File: config.mk
export PLATFORM = sky130hd
export DESIGN_NAME = fsf_status_flags
export DESIGN_NICKNAME = d
export VERILOG_FILES = /design/src/pkg/fsf_pkg.sv /design/src/hw/fsf_summary.sv /design/src/hw/fsf_status_flags.sv
export SDC_FILE = /design/constraint.sdc
export NUM_CORES = 1
export LEC_CHECK = 0
export BUFFER_PORTS_ARGS = -buffer_cell sky130_fd_sc_hd__buf_2
export CORE_MARGIN = 1.5
export CORE_UTILIZATION = 38
export CTS_CLUSTER_DIAMETER = 80
export DETAILED_ROUTE_END_ITERATION = 8
export PLACE_DENSITY = 0.76
export SLEW_MARGIN = 5
export SYNTH_ARGS = -nofsm -noshare
export SYNTH_HDL_FRONTEND = slang
export SYNTH_SLANG_ARGS = --single-unit
export TNS_END_PERCENT = 1
File: constraint.sdc
create_clock -name clk -period 1.1 [get_ports clk]
set_input_delay 0.055 -clock clk [delete_from_list [all_inputs] [get_ports clk]]
set_output_delay 0.055 -clock clk [all_outputs]
set_load 0.01 [all_outputs]
File: src/pkg/fsf_pkg.sv
// Constants and types for the floating-point status flag logic
package fsf_pkg;
    // ==========================================
    // Status word field positions
    localparam int unsigned SW_WIDTH = 16;
    localparam int unsigned EXC_COUNT = 6;
    localparam int unsigned BIT_INVALID = 0;
    localparam int unsigned BIT_DENORMAL = 1;
    localparam int unsigned BIT_DIVZERO = 2;
    localparam int unsigned BIT_OVERFLOW = 3;
    localparam int unsigned BIT_UNDERFLOW = 4;
    localparam int unsigned BIT_INEXACT = 5;
    localparam int unsigned BIT_STACK_FAULT = 6;
    localparam int unsigned BIT_SUMMARY = 7;
    localparam int unsigned BIT_COND_ZERO = 8;
    localparam int unsigned BIT_COND_ONE = 9;
    localparam int unsigned BIT_COND_TWO = 10;
    localparam int unsigned BIT_COND_THREE = 14;
    localparam int unsigned BIT_BUSY_MIRROR = 15;

    // ==========================================
    // Reset and init values
    localparam logic [5:0] EXC_CLEAR = 6'h00;
    localparam logic [3:0] COND_CLEAR = 4'h0;
    localparam logic [5:0] MASK_INIT = 6'h3F;

    // ==========================================
    // Instruction classes presented to the block
    typedef enum logic [3:0] {
        FSF_OP_NONE = 4'h0,
        FSF_OP_COMPARE = 4'h1,
        FSF_OP_COMPARE_INT = 4'h2,
        FSF_OP_REMAINDER = 4'h3,
        FSF_OP_TRIG = 4'h4,
        FSF_OP_ARITH = 4'h5,
        FSF_OP_LOADMOVE = 4'h6,
        FSF_OP_EXAMINE = 4'h7,
        FSF_OP_CLEAR_EXC = 4'h8,
        FSF_OP_INIT = 4'h9,
        FSF_OP_SAVE = 4'hA,
        FSF_OP_RESTORE = 4'hB,
        FSF_OP_CONTROL = 4'hC
    } fsf_op_e;
endpackage : fsf_pkg

File: src/hw/fsf_summary.sv
// Summary flag calculation from flags and masks
`timescale 1ns/1ps
module fsf_summary
    import fsf_pkg::*;
#(
    parameter int unsigned N = EXC_COUNT
) (
    // Flags and masks
    input wire logic [N-1:0] excFlags,
    input wire logic [N-1:0] excMasks,
    // Result
    output logic summary
);
    // ==========================================
    // Any unmasked flag raises the summary
    assign summary = |(excFlags & ~excMasks);
endmodule : fsf_summary

File: src/hw/fsf_status_flags.sv
// Status-word flag and condition-code logic of a floating-point unit
// What this block does
// - Six sticky exception flags live in status bits 0 to 5.
// - Each exception flag has a control-word mask bit.
// - Summary bit 7 is set when any unmasked flag is set.
// - Masked exceptions set their flag but never raise summary.
// - A set summary flag requests the exception handler.
// - Exception flags stay set until an explicit clearing action.
// - Clear, init and save zero flags; only restore overwrites them from memory.
// - Bit 15 always mirrors the summary flag.
// - Compares put result in C0, C3, C2; C1 zero or stack fault.
// - Compare-to-integer-flags leaves C0, C2, C3; C1 only stack fault.
// - Remainder loads quotient bits into C0, C3, C1; C2 incomplete.
// - Trig sets C2 when out of range; C1 roundup or fault.
// - Restore takes condition bits straight from memory.
// - Stack fault flag lives in status bit 6.
// - Stack over/underflow sets stack fault; invalid operand never clears it.
// - With stack fault set by a compare to examine op, C1 is 1 for overflow, 0 for underflow; none and control ops keep C1.
// - Stack fault is sticky until init, clear or save, or until restore reloads it.
// - Stack fault exception shows as invalid flag and stack fault together.
`timescale 1ns/1ps
module fsf_status_flags
    import fsf_pkg::*;
#(
    parameter int unsigned N = EXC_COUNT
) (
    // Clock and reset
    input wire logic clk,
    input wire logic reset,
    // Instruction completion
    input wire logic opValid,
    input wire logic [3:0] opClass,
    input wire logic [N-1:0] opExc,
    input wire logic opStackFault,
    input wire logic opStackOverflow,
    input wire logic [3:0] opCond,
    input wire logic [2:0] opQuotient,
    input wire logic opIncomplete,
    input wire logic opOutOfRange,
    input wire logic opRoundUp,
    // Memory image for load or restore
    input wire logic [SW_WIDTH-1:0] memStatus,
    // Control word masks
    input wire logic maskWrite,
    input wire logic [N-1:0] maskData,
    // Status view
    output logic [SW_WIDTH-1:0] statusWord,
    output logic handlerRequest,
    output logic [N-1:0] maskBits
);
    // ==========================================
    // State
    logic [N-1:0] excFlags_q;
    logic [N-1:0] excFlags_d;
    logic stackFault_q;
    logic stackFault_d;
    logic [3:0] cond_q;
    logic [3:0] cond_d;
    logic [N-1:0] mask_q;
    logic [N-1:0] mask_d;
    logic summaryNext;
    fsf_op_e op;

    assign op = fsf_op_e'(opClass);

    function automatic logic isClearOp(input fsf_op_e o);
        isClearOp = (o == FSF_OP_CLEAR_EXC) || (o == FSF_OP_INIT) || (o == FSF_OP_SAVE);
    endfunction : isClearOp

    function automatic logic isLoadOp(input fsf_op_e o);
        isLoadOp = (o == FSF_OP_RESTORE);
    endfunction : isLoadOp

    // ==========================================
    // Mask bits; init and save mask everything
    always_comb begin
        mask_d = mask_q;
        if (opValid && (op == FSF_OP_INIT || op == FSF_OP_SAVE)) begin
            mask_d = MASK_INIT;
        end else if (maskWrite) begin
            mask_d = maskData;
        end
    end

    always_ff @(posedge clk) begin
        if (reset) begin
            mask_q <= MASK_INIT;
        end else begin
            mask_q <= mask_d;
        end
    end

    // ==========================================
    // Sticky exception flags
    always_comb begin
        excFlags_d = excFlags_q;
        if (opValid && isClearOp(op)) begin
            excFlags_d = EXC_CLEAR;
        end else if (opValid && isLoadOp(op)) begin
            excFlags_d = memStatus[N-1:0];
        end else if (opValid) begin
            excFlags_d = excFlags_q | opExc;
            if (opStackFault) begin
                excFlags_d[BIT_INVALID] = 1'b1;
            end
        end
    end

    always_ff @(posedge clk) begin
        if (reset) begin
            excFlags_q <= EXC_CLEAR;
        end else begin
            excFlags_q <= excFlags_d;
        end
    end

    // ==========================================
    // Stack fault flag; invalid operand alone leaves it untouched
    always_comb begin
        stackFault_d = stackFault_q;
        if (opValid && isClearOp(op)) begin
            stackFault_d = 1'b0;
        end else if (opValid && isLoadOp(op)) begin
            stackFault_d = memStatus[BIT_STACK_FAULT];
        end else if (opValid && opStackFault) begin
            stackFault_d = 1'b1;
        end
    end

    always_ff @(posedge clk) begin
        if (reset) begin
            stackFault_q <= 1'b0;
        end else begin
            stackFault_q <= stackFault_d;
        end
    end

    // ==========================================
    // Condition codes, bit order {C3,C2,C1,C0}
    always_comb begin
        cond_d = cond_q;
        if (opValid) begin
            unique case (op)
                FSF_OP_COMPARE: begin
                    cond_d = {opCond[3], opCond[2], opStackFault & opStackOverflow, opCond[0]};
                end
                FSF_OP_COMPARE_INT: begin
                    // Undefined bits simply keep their old value
                    cond_d[1] = opStackFault & opStackOverflow;
                end
                FSF_OP_REMAINDER: begin
                    cond_d[0] = opQuotient[2];
                    cond_d[3] = opQuotient[1];
                    cond_d[1] = opStackFault ? opStackOverflow : opQuotient[0];
                    cond_d[2] = opIncomplete;
                end
                FSF_OP_TRIG: begin
                    cond_d[2] = opOutOfRange;
                    cond_d[1] = opStackFault ? opStackOverflow : (opRoundUp & ~opOutOfRange);
                end
                FSF_OP_ARITH: begin
                    cond_d[1] = opStackFault ? opStackOverflow : opRoundUp;
                end
                FSF_OP_LOADMOVE: begin
                    cond_d[1] = opStackFault & opStackOverflow;
                end
                FSF_OP_EXAMINE: begin
                    // Class code passes through, but a stack fault still owns C1
                    cond_d = {opCond[3], opCond[2], opStackFault ? opStackOverflow : opCond[1], opCond[0]};
                end
                FSF_OP_INIT, FSF_OP_SAVE: begin
                    cond_d = COND_CLEAR;
                end
                FSF_OP_RESTORE: begin
                    cond_d = {memStatus[BIT_COND_THREE], memStatus[BIT_COND_TWO],
                              memStatus[BIT_COND_ONE], memStatus[BIT_COND_ZERO]};
                end
                default: begin
                    cond_d = cond_q;
                end
            endcase
        end
    end

    always_ff @(posedge clk) begin
        if (reset) begin
            cond_q <= COND_CLEAR;
        end else begin
            cond_q <= cond_d;
        end
    end

    // ==========================================
    // Summary from next flags and masks, so outputs stay registered
    fsf_summary #(.N(N)) uSummary (
        .excFlags(excFlags_d),
        .excMasks(mask_d),
        .summary(summaryNext)
    );

    always_ff @(posedge clk) begin
        if (reset) begin
            statusWord <= '0;
            handlerRequest <= 1'b0;
            maskBits <= MASK_INIT;
        end else begin
            statusWord <= '0;
            statusWord[N-1:0] <= excFlags_d;
            statusWord[BIT_STACK_FAULT] <= stackFault_d;
            statusWord[BIT_SUMMARY] <= summaryNext;
            statusWord[BIT_COND_ZERO] <= cond_d[0];
            statusWord[BIT_COND_ONE] <= cond_d[1];
            statusWord[BIT_COND_TWO] <= cond_d[2];
            statusWord[BIT_COND_THREE] <= cond_d[3];
            statusWord[BIT_BUSY_MIRROR] <= summaryNext;
            handlerRequest <= summaryNext;
            maskBits <= mask_d;
        end
    end

    // ==========================================
    // Checks
    // Outputs are registered, so every effect is checked one cycle after the op
    AST_MIRROR: assert property (@(posedge clk) disable iff (reset)
        statusWord[BIT_BUSY_MIRROR] == statusWord[BIT_SUMMARY])
        else $error("mirror bit differs from summary");

    AST_SUMMARY: assert property (@(posedge clk) disable iff (reset)
        statusWord[BIT_SUMMARY] == |(statusWord[N-1:0] & ~maskBits))
        else $error("summary does not match unmasked flags");

    AST_HANDLER: assert property (@(posedge clk) disable iff (reset)
        handlerRequest == statusWord[BIT_SUMMARY])
        else $error("handler request not tied to summary");

    AST_STICKY: assert property (@(posedge clk) disable iff (reset)
        opValid && !isClearOp(op) && !isLoadOp(op) |=> (statusWord[N-1:0] & $past(excFlags_q)) == $past(excFlags_q))
        else $error("sticky flag lost");

    AST_CLEAR: assert property (@(posedge clk) disable iff (reset)
        opValid && isClearOp(op) |=> statusWord[N-1:0] == EXC_CLEAR && !statusWord[BIT_STACK_FAULT])
        else $error("clear left a flag set");

    AST_SF_SET: assert property (@(posedge clk) disable iff (reset)
        opValid && opStackFault && !isClearOp(op) && !isLoadOp(op) |=>
        statusWord[BIT_STACK_FAULT] && statusWord[BIT_INVALID])
        else $error("stack fault not flagged");

    AST_SF_C1: assert property (@(posedge clk) disable iff (reset)
        opValid && opStackFault && op == FSF_OP_ARITH |=> statusWord[BIT_COND_ONE] == $past(opStackOverflow))
        else $error("C1 does not show fault kind");

    AST_REM: assert property (@(posedge clk) disable iff (reset)
        opValid && op == FSF_OP_REMAINDER && !opStackFault |=>
        {statusWord[BIT_COND_ZERO], statusWord[BIT_COND_THREE], statusWord[BIT_COND_ONE]} == $past(opQuotient)
        && statusWord[BIT_COND_TWO] == $past(opIncomplete))
        else $error("remainder condition bits wrong");

    AST_TRIG: assert property (@(posedge clk) disable iff (reset)
        opValid && op == FSF_OP_TRIG |=> statusWord[BIT_COND_TWO] == $past(opOutOfRange))
        else $error("range bit wrong");

    AST_FLAG_SET: assert property (@(posedge clk) disable iff (reset)
        opValid && !isClearOp(op) && !isLoadOp(op) |=> (statusWord[N-1:0] & $past(opExc)) == $past(opExc))
        else $error("exception event did not set its flag");

    AST_MASK_LOAD: assert property (@(posedge clk) disable iff (reset)
        maskWrite && !(opValid && (op == FSF_OP_INIT || op == FSF_OP_SAVE)) |=> maskBits == $past(maskData))
        else $error("mask write not taken");

    AST_INIT: assert property (@(posedge clk) disable iff (reset)
        opValid && (op == FSF_OP_INIT || op == FSF_OP_SAVE) |=> maskBits == MASK_INIT
        && !statusWord[BIT_COND_ZERO] && !statusWord[BIT_COND_ONE]
        && !statusWord[BIT_COND_TWO] && !statusWord[BIT_COND_THREE])
        else $error("init or save left masks or condition bits");

    AST_RESTORE_FLAGS: assert property (@(posedge clk) disable iff (reset)
        opValid && isLoadOp(op) |=> statusWord[N-1:0] == $past(memStatus[N-1:0])
        && statusWord[BIT_STACK_FAULT] == $past(memStatus[BIT_STACK_FAULT]))
        else $error("restore did not load flags");

    AST_RESTORE_COND: assert property (@(posedge clk) disable iff (reset)
        opValid && isLoadOp(op) |=>
        statusWord[BIT_COND_ZERO] == $past(memStatus[BIT_COND_ZERO])
        && statusWord[BIT_COND_ONE] == $past(memStatus[BIT_COND_ONE])
        && statusWord[BIT_COND_TWO] == $past(memStatus[BIT_COND_TWO])
        && statusWord[BIT_COND_THREE] == $past(memStatus[BIT_COND_THREE]))
        else $error("restore did not load condition bits");

    AST_COMPARE: assert property (@(posedge clk) disable iff (reset)
        opValid && op == FSF_OP_COMPARE |=>
        statusWord[BIT_COND_ZERO] == $past(opCond[0]) && statusWord[BIT_COND_TWO] == $past(opCond[2])
        && statusWord[BIT_COND_THREE] == $past(opCond[3]))
        else $error("compare result bits wrong");

    AST_COMPARE_C1: assert property (@(posedge clk) disable iff (reset)
        opValid && (op == FSF_OP_COMPARE || op == FSF_OP_COMPARE_INT) && !opStackFault |=>
        !statusWord[BIT_COND_ONE])
        else $error("compare C1 set without a fault");

    AST_FAULT_KIND: assert property (@(posedge clk) disable iff (reset)
        opValid && opStackFault && op inside {[FSF_OP_COMPARE:FSF_OP_EXAMINE]} |=>
        statusWord[BIT_COND_ONE] == $past(opStackOverflow))
        else $error("C1 does not show overflow or underflow");

    AST_TRIG_C1: assert property (@(posedge clk) disable iff (reset)
        opValid && op == FSF_OP_TRIG && opOutOfRange && !opStackFault |=> !statusWord[BIT_COND_ONE])
        else $error("C1 set for out of range source");

    AST_SF_STICKY: assert property (@(posedge clk) disable iff (reset)
        statusWord[BIT_STACK_FAULT] && !(opValid && (isClearOp(op) || isLoadOp(op))) |=>
        statusWord[BIT_STACK_FAULT])
        else $error("stack fault flag lost");

    AST_IDLE_HOLD: assert property (@(posedge clk) disable iff (reset)
        !opValid && !maskWrite |=> $stable(statusWord))
        else $error("status changed with no op");
endmodule : fsf_status_flags

After elaboration in Yosys (flattened, before gate mapping)
Cells that the tools add are included.

Memories: 0. Output and inout bits: 23. ROM bits: 0. Latch bits: 0. Bits in registers: 34. Input port bits: 48. Bits in writable memories: 0.

Eq/ne operators: 11. Bitwise operators: 6. Reduce and logical (&&, ||, !) cells: 11. Magnitude comparators: 0. Shift operators: 0. Muxes and demuxes: 18. Multiply operators: 0. Div/mod/pow operators: 0. Add/subtract/negate cells: 0.

Operator list (count): $mux 6 (5); $eq 4x3->1 const B (4); $eq 4x4->1 const B (4); $eq 4x2->1 const B (2); $mux 1 (8); $pmux 1 s4 (2); $pmux 1 s7 (1); $and 6x6->6 (1); $not 6->6 (1); $or 6x6->6 (1); $reduce_or 6->1 (1); $pmux 1 s5 (1); $eq 4x1->1 const B (1); $logic_and 1x1->1 (4); $mux 4 (1); $reduce_or 2->1 (2); $logic_or 1x1->1 (3); $reduce_or 3->1 (1); $and 1x1->1 (2); $not 1->1 (1).

Depth between registers and ports, before layout
Gate-level depths: netlist of run 1.

Word-level depth: 7. Depth in mapped cells: 7. Mapped depth without buffers: 5.

Cells and area by module
A second synthesis of run 1 with hierarchy kept.

Cells, all modules: 149. Area, all modules: 1179.9 µm².

Modules (own cells, without submodules): fsf_status_flags (cells each 139, area each 1132.3 µm², times used 1); fsf_summary (cells each 10, area each 47.5 µm², times used 1).

Worst setup path before layout of run 1
Ideal clock, no wire load.

Path kind: input -> register. Start point: in opClass[0]. End point: reg statusWord[7]. Data arrival time: 0.996 ns. Slack: -0.026 ns. Stages: 7. Path buffers: 2. Library setup time: 0.131 ns. Cell sequence: buf_6 and2_2 buf_2 nand3_2 nand2_1 a221oi_1 a21oi_2.

Word-level cells in the longest chain between the ends: 7.

RTL lines: from (decl) (line fsf_status_flags.sv:32) `input wire logic [3:0] opClass,`; $eq 4x4->1 (on tied branches) (line fsf_status_flags.sv:67, fsf_status_flags.sv:78); $logic_or 1x1->1 (on tied branches) (line fsf_status_flags.sv:67, fsf_status_flags.sv:78); $logic_or 1x1->1 or $logic_and 1x1->1 (tied branches) (line fsf_status_flags.sv:67, fsf_status_flags.sv:78); $logic_and 1x1->1 or $mux 6 (tied branches) (line fsf_status_flags.sv:97, fsf_status_flags.sv:78); $mux 6 or $not 6->6 (tied branches) (line fsf_status_flags.sv:97, fsf_summary.sv:16); $and 6x6->6 * (line fsf_summary.sv:16) `assign summary = |(excFlags & ~excMasks);`; $reduce_or 6->1 * (line fsf_summary.sv:16); to (signal, indexed assignment) (line fsf_status_flags.sv:208) `statusWord[N-1:0] <= excFlags_d;`; to (signal, indexed assignment) (line fsf_status_flags.sv:209) `statusWord[BIT_STACK_FAULT] <= stackFault_d;`; to (signal, indexed assignment) (line fsf_status_flags.sv:210) `statusWord[BIT_SUMMARY] <= summaryNext;`; to (decl) (line fsf_status_flags.sv:47) `output logic [SW_WIDTH-1:0] statusWord,`.

Every way passes the cells marked *; elsewhere a longest branch is shown, timed or not. A chain may end at the register's enable or synchronous reset.

Final worst setup path of run 1
Start point: reg excFlags_q[0]. End point: reg statusWord[7].

Word-level cells in the longest chain between the ends: 7.

RTL lines: from (decl) (line fsf_status_flags.sv:53) `logic [N-1:0] excFlags_q;`; from (signal assigned) (line fsf_status_flags.sv:113) `excFlags_q <= excFlags_d;`; $or 6x6->6 (line fsf_status_flags.sv:102) `excFlags_d = excFlags_q | opExc;`; $mux 1 (line fsf_status_flags.sv:103) `if (opStackFault) begin`; $mux 6 * (line fsf_status_flags.sv:101) `end else if (opValid) begin`; $mux 6 * (line fsf_status_flags.sv:99) `end else if (opValid && isLoadOp(op)) begin`; $mux 6 * (line fsf_status_flags.sv:97) `if (opValid && isClearOp(op)) begin`; $and 6x6->6 * (line fsf_summary.sv:16); $reduce_or 6->1 * (line fsf_summary.sv:16).

Marks and branches as above.

==> results of run 1 <==
-- cell type report --
| class | count | share of cell area |
|---|---|---|
| Timing Repair Buffer | 85 | 0.309 |
| Tap cell | 31 | 0.0244 |
| Multi-Input combinational cell | 97 | 0.406 |
| Clock buffer | 4 | 0.0229 |
| Inverter | 4 | 0.00946 |
| Sequential cell | 18 | 0.228 |
-- through the flow --
stage	std cells	setup slack [ns]	setup TNS, ns
4_1_cts	238	0.00747	0
2_1_floorplan	134	0.00860	0
3_3_place_gp	231	-0.138	-0.331
6_report	239	-0.00269	-0.00269
3_5_place_dp	231	-0.189	-0.439
5_1_grt	239	-0.0301	-0.0301
-- state kept, by name, indices dropped and copies added (netlist names) --
name / cells
maskBits: 6
cond_q: 3
statusWord: 4
excFlags_q: 5
-- worst max-delay path, stage by stage, from the launching register on --
cell and delay (ns):
dfxtp_1 0.33, o21bai_1 0.16, nand2_1 0.09, a221oi_2 0.33, a21oi_2 0.09
-- routing by layer --
metal | wire length (um) | vias up | part of all wire
li1 | - | 616 | -
met1 | 1240 | 556 | 0.41
met2 | 1550 | 41 | 0.52
met3 | 213 | 0 | 0.071
met4 | 0 | 0 | 0
met5 | 0 | - | 0
-- worst paths after layout --
check | from | endpoint | slack (ns) | depth (start not counted)
hold / removal | maskData[0] | maskBits[0] | 0.03 | 3
hold reg to reg | cond_q[1] | cond_q[1] | 0.50 | 2
setup reg to reg | excFlags_q[0] | statusWord[7] | -0.003 | 4
setup / recovery | excFlags_q[0] | statusWord[7] | -0.003 | 4
-- power groups by stage --
| stage | clock network, mW | registers (mW) | logic, mW |
|---|---|---|---|
| finish | 0.422 | 0.715 | 0.475 |
| global route | 0.462 | 0.721 | 0.524 |
| CTS | 0.442 | 0.716 | 0.471 |
| detailed placement | 0 | 0.730 | 0.462 |
| global placement | 0 | 0.731 | 0.453 |
| floorplan | 0 | 0.750 | 0.256 |
-- cells in the final DEF, fill, tap and decap left out, drive strengths merged, types with 3 or more instances in the layout --
cell type / instances
conb: 3
nor2: 10
buf: 82
nor2b: 5
clkbuf: 4
inv: 4
nand2: 10
a21oi: 14
mux2i: 10
a211oi: 3
dlygate4sd3: 3
dfxtp: 18
nand3: 7
o21ai: 7
-- repair_timing --
item / CTS / global route
setup buffers: 0 / 1
hold buffers: 3 / 0
endpoints found under the hold margin: 3 / 0
setup endpoints to repair: 1 / 1
resized for setup: 0 / 0
pin swaps: 2 / 3
-- cells by family (layout without fill, tap and decap cells) --
logic type / Yosys count / after routing / share of synthesized area
simple gates: 44 / 44 / 0.221
compound gates: 36 / 36 / 0.211
buf+inv: 19 / 93 / 0.108
flops: 18 / 18 / 0.327
mux: 12 / 12 / 0.115
xor+xnor: 2 / 2 / 0.0159
other cells: 1 / 3 / 0.00340
==> run summary, run 1 <==
CP max FO = 2
Dpl cell area = 1510 um2
Clock sink total = 18
Unique masters post-synth = 42
Layout Area Growth over Synthesis = 43.8%
Peak Freq = 907 MHz
Top FF cell, synth = dfxtp_1
GRT Total Usage = 0.188
Wire per inst = 12.6 um
Vias per inst = 5.08
Sequential share of power = 0.443
Design Area, Final = 1590 um2
FF+latch count, synth = 18
Boundary Pins = 71
Count leader, synth = dfxtp_1
Clock slew at reported path FFs = 0.11 ns
RSZ-0062 raised after global routing = yes
Violated checks = negative setup slack
Clk root buf = clkbuf_4
Post-synth EDFFs = 0
Pwr/cell area = 1020 nW/um2
Gr busiest metal = met2
Die area = 3240 um2
Ys async rst share = 0
Core outline area = 2760 um2
Total Power = 1.61 mW
GR Util met2 = 0.351
Part of the Yosys area used for sequential elements = 0.327
Filler instances = 274
Clock power frac = 0.262
Initial Util = 0.400
Cell Area, Synth = 1100 um2
Final hold violation count = 0
DRC Markers = 0
Sequential Area = 362 um2
Post-synth top area share = 0.327
Buffers on Ports = 62
Die width = 56.9 um
Area of the multi-input gates = 644 um2
1st-pass router iterations = 4
Final setup margin = -0.00269 ns
Yosys top cell by area = dfxtp_1
Max clock buf depth = 2
Final ANT Viol Nets = 0
Hold Path Class = in -> reg
Ys Warns = 0
Int Pwr = 1.14 mW
NumNets Final = 257
Worst endpoint required time = 1.29 ns
Critical path arrival = 1.30 ns
Post-Route WL = 3010 um
CTS tree = built
Run status = complete, but fails checks
Largest net degree at the start of global routing = 14
Dpl hpwl = 2430 um
Area contributors post-synth = dfxtp_1, mux2i_1, a21oi_1
Synth Instances = 132
Mean Syn Cell Area = 8.36 um2
M1 GR Usage = 0.223
Logic pwr share = 0.295
Synth top cells by count = dfxtp_1, a21oi_1, mux2i_1, nand2_1, nor2_1
Startpoint Class = register
Final core occ = 0.575
H-tree depth = 1
Gr ovfl total = 0
Lkg Pwr = 0.791 nW
Final min period = 1.10 ns
Latest clock arrival within the worst-skew pair = 0.30 ns
Clk_skew = 0.00247 ns
MaxCap Viol Count = 0
Die H = 56.9 um
Num rows = 19
Switching power = 0.475 mW
DR vias = 1213
First-pass GRT wire length = 4940 um
Vias in the first global route = 1162
WS Path Type = reg -> reg
Layout cells sized above 1 = 0.457
Worst setup EP type = register
# diodes = 0
Initial antenna violation count = 0
Sw frac = 0.294
Slew Viols, Final = 0
Period utilization = 1.00
Worst IR Drop VDD = 0.000811 V
Met3 Usage GRT = 0.0507
Setup violators final = 1
Detailed Route Iter0 Violations = 21
Hold_ws = 0.0258 ns
Clock buffer count from CTS = 3
Placer Congestion = 0.852
Power figures use the tool's default switching activity.
==> run 2: changes to the inputs <==
--- a/config.mk
+++ b/config.mk
@@ -7,10 +7,11 @@
 export LEC_CHECK = 0
 export BUFFER_PORTS_ARGS = -buffer_cell sky130_fd_sc_hd__buf_2
 export CORE_MARGIN = 1.5
-export CORE_UTILIZATION = 38
+export CORE_UTILIZATION = 39
+export CTS_BUF_LIST = sky130_fd_sc_hd__clkbuf_8
 export CTS_CLUSTER_DIAMETER = 80
 export DETAILED_ROUTE_END_ITERATION = 8
-export PLACE_DENSITY = 0.76
+export PLACE_DENSITY = 0.78
 export SLEW_MARGIN = 5
 export SYNTH_ARGS = -nofsm -noshare
 export SYNTH_HDL_FRONTEND = slang
==> run 2 against run 1 <==
The flow now finishes without violations. Register-to-register slack better by 0.06 ns. First-iteration DRC count stayed put. Sequential share of layout area increased by 0.18 points. Setup slack gained 0.060 ns. Combinational power down 3%. Critical path depth is 1 higher. Worst hold slack gained 0.019 ns. Maximum frequency rose by 5.7%. Die area shrank 2.4%. Clock power increased by 28%. Critical path type unchanged.
==> run summary, run 2 (synthesis gave the netlist of run 1 again) <==
Filler instances = 258 (was 274)
# diodes = 0 (unchanged)
WS Path Type = reg -> reg (unchanged)
Clk root buf = clkbuf_8 (was clkbuf_4)
Core outline area = 2710 um2 (was 2760 um2)
GRT Total Usage = 0.189 (was 0.188)
Largest register by flop count = maskBits (unchanged)
Layout cells sized above 1 = 0.471 (was 0.457)
Largest net degree at the start of global routing = 14 (unchanged)
Largest regs = maskBits: 6 flops, excFlags_q: 5 flops, statusWord: 4 flops (unchanged)
Number of flip-flops in the largest register = 6 (unchanged)
DR vias = 1181 (was 1213)
Clk_skew = 0.000904 ns (was 0.00247 ns)
Die area = 3160 um2 (was 3240 um2)
Layout Area Growth over Synthesis = 42.6% (was 43.8%)
Fin cells = 235 (was 239)
Detailed Route Iter0 Violations = 21 (unchanged)
1st-pass router iterations = 6 (was 4)
Lkg Pwr = 0.783 nW (was 0.791 nW)
Reg2reg end = statusWord[7] (unchanged)
Initial Util = 0.407 (was 0.400)
Final hold violation count = 0 (unchanged)
DRT met1 WL = 1140 um (was 1240 um)
Buffers on Ports = 62 (unchanged)
Final ANT Viol Nets = 0 (unchanged)
Setup violators final = 0 (was 1)
Placer Congestion = 0.831 (was 0.852)
Placed cells = 231 (unchanged)
CTS tree = built (unchanged)
Met3 WL post-DR = 187 um (was 213 um)
RSZ-0062 raised after global routing = yes (unchanged)
Most frequent cells in the layout = buf_2, buf_4, dfxtp_1 (unchanged)
Dpl hpwl = 2300 um (was 2430 um)
Latest clock arrival within the worst-skew pair = 0.25 ns (was 0.30 ns)
Vias in the first global route = 1158 (was 1162)
Period utilization = 0.948 (was 1.00)
Clock buffer count from CTS = 3 (unchanged)
Vias per inst = 5.03 (was 5.08)
WL met2 = 1450 um (was 1550 um)
Top Metal Used = met4 (was met3)
Pwr/cell area = 1090 nW/um2 (was 1020 nW/um2)
Critical path arrival = 1.24 ns (was 1.30 ns)
Final min period = 1.04 ns (was 1.10 ns)
NumNets Final = 253 (was 257)
Hold Path Class = in -> reg (unchanged)
CP max FO = 2 (unchanged)
Min-Delay Endpoint = maskBits[5] (was maskBits[0])
Worst IR Drop VDD = 0.00120 V (was 0.000811 V)
Slew Viols, Final = 0 (unchanged)
Hold_ws = 0.0452 ns (was 0.0258 ns)
Worst reg-to-reg setup slack = 0.06 ns (was -0.003 ns)
Gr ovfl total = 0 (unchanged)
H-tree depth = 1 (unchanged)
Hold_sp = maskData[5] (was maskData[0])
Startpoint Class = register (unchanged)
Num rows = 19 (unchanged)
Peak Freq = 959 MHz (was 907 MHz)
Worst R2R Start = statusWord[5] (was excFlags_q[0])
R2r worst-path depth = 5 (was 4)
Die width = 56.2 um (was 56.9 um)
Wire per inst = 11.9 um (was 12.6 um)
Post-Route WL = 2790 um (was 3010 um)
Initial antenna violation count = 0 (unchanged)
Cts hold-fix bufs = 0 (was 3)
Run status = complete, no violations (was complete, but fails checks)
Most common cell after layout, fill and taps aside = buf_2 (unchanged)
Max clock buf depth = 2 (unchanged)
Worst endpoint required time = 1.30 ns (was 1.29 ns)
Worst setup EP type = register (unchanged)
Boundary Pins = 71 (unchanged)
Clock slew at reported path FFs = 0.07 ns (was 0.11 ns)
Total Power = 1.72 mW (was 1.61 mW)
DRC Markers = 0 (unchanged)
WHS Path Cells = 3 (unchanged)
First-pass GRT wire length = 4750 um (was 4940 um)
Clock sink total = 18 (unchanged)
Die H = 56.2 um (was 56.9 um)
MaxCap Viol Count = 0 (unchanged)
## run 2: cell types whose count changed in the layout (fill, tap and decap cells not counted), sizes merged
cell         before  now
dlygate4sd3       3    0
buf              82   81
## run 2: cell type report
| class | instances | area, um2 | area share |
|---|---|---|---|
| multi-input combinational | 97 | 651 | 0.413 |
| timing repair buffer | 81 | 453 | 0.288 |
| sequential | 18 | 362 | 0.230 |
| clock buffer | 4 | 55.1 | 0.0350 |
| tap | 31 | 38.8 | 0.0246 |
| inverter | 4 | 15.0 | 0.00954 |
## run 2: timing repair
action / in CTS / in global routing
setup buffers: 0 / 0
resized for setup: 0 / 2
setup endpoints to repair: 0 / 2
## run 2: metal layers
metal | global-route usage | up-vias
li1 | - | 606
met1 | 0.218 | 536
met2 | 0.350 | 37
met3 | 0.0442 | 2
met4 | 0.0408 | 0
met5 | 0 | -
## run 2: how the worst max path moves through the flow
stage          slack (ns)            end  cells past startpoint          start
3_5_place_dp        -0.16  statusWord[7]                      6     opClass[2]
2_1_floorplan       0.009  statusWord[7]                      5     opClass[2]
6_report             0.06  statusWord[7]                      5  statusWord[5]
3_3_place_gp        -0.14  statusWord[7]                      6     opClass[2]
5_1_grt            -0.006      cond_q[1]                      7     opClass[2]
4_1_cts             0.007  statusWord[7]                      5  excFlags_q[1]
## run 2: worst max-delay path, stage by stage, from the launching register on
cell and delay, ns:
dfxtp_1 0.33, a21oi_1 0.04, mux2_1 0.31, nor2b_2 0.13, a221oi_2 0.05, a21oi_2 0.13
## run 2: power by group
group	internal (mW)	switching [mW]
Combinational	0.233	0.226
Clock	0.318	0.222
Sequential	0.695	0.0206
## run 2: through the flow
| step | setup TNS (ns) | setup slack (ns) | area (um2) | utilization |
|---|---|---|---|---|
| after floorplan | 0 | 0.00860 | 1120 | - |
| after global placement | -0.408 | -0.144 | 1510 | 0.558 |
| after detailed placement | -0.524 | -0.158 | 1510 | 0.558 |
| after CTS | 0 | 0.00654 | 1570 | 0.578 |
| after global routing | -0.00574 | -0.00574 | 1570 | 0.581 |
| final | 0 | 0.0568 | 1570 | 0.581 |
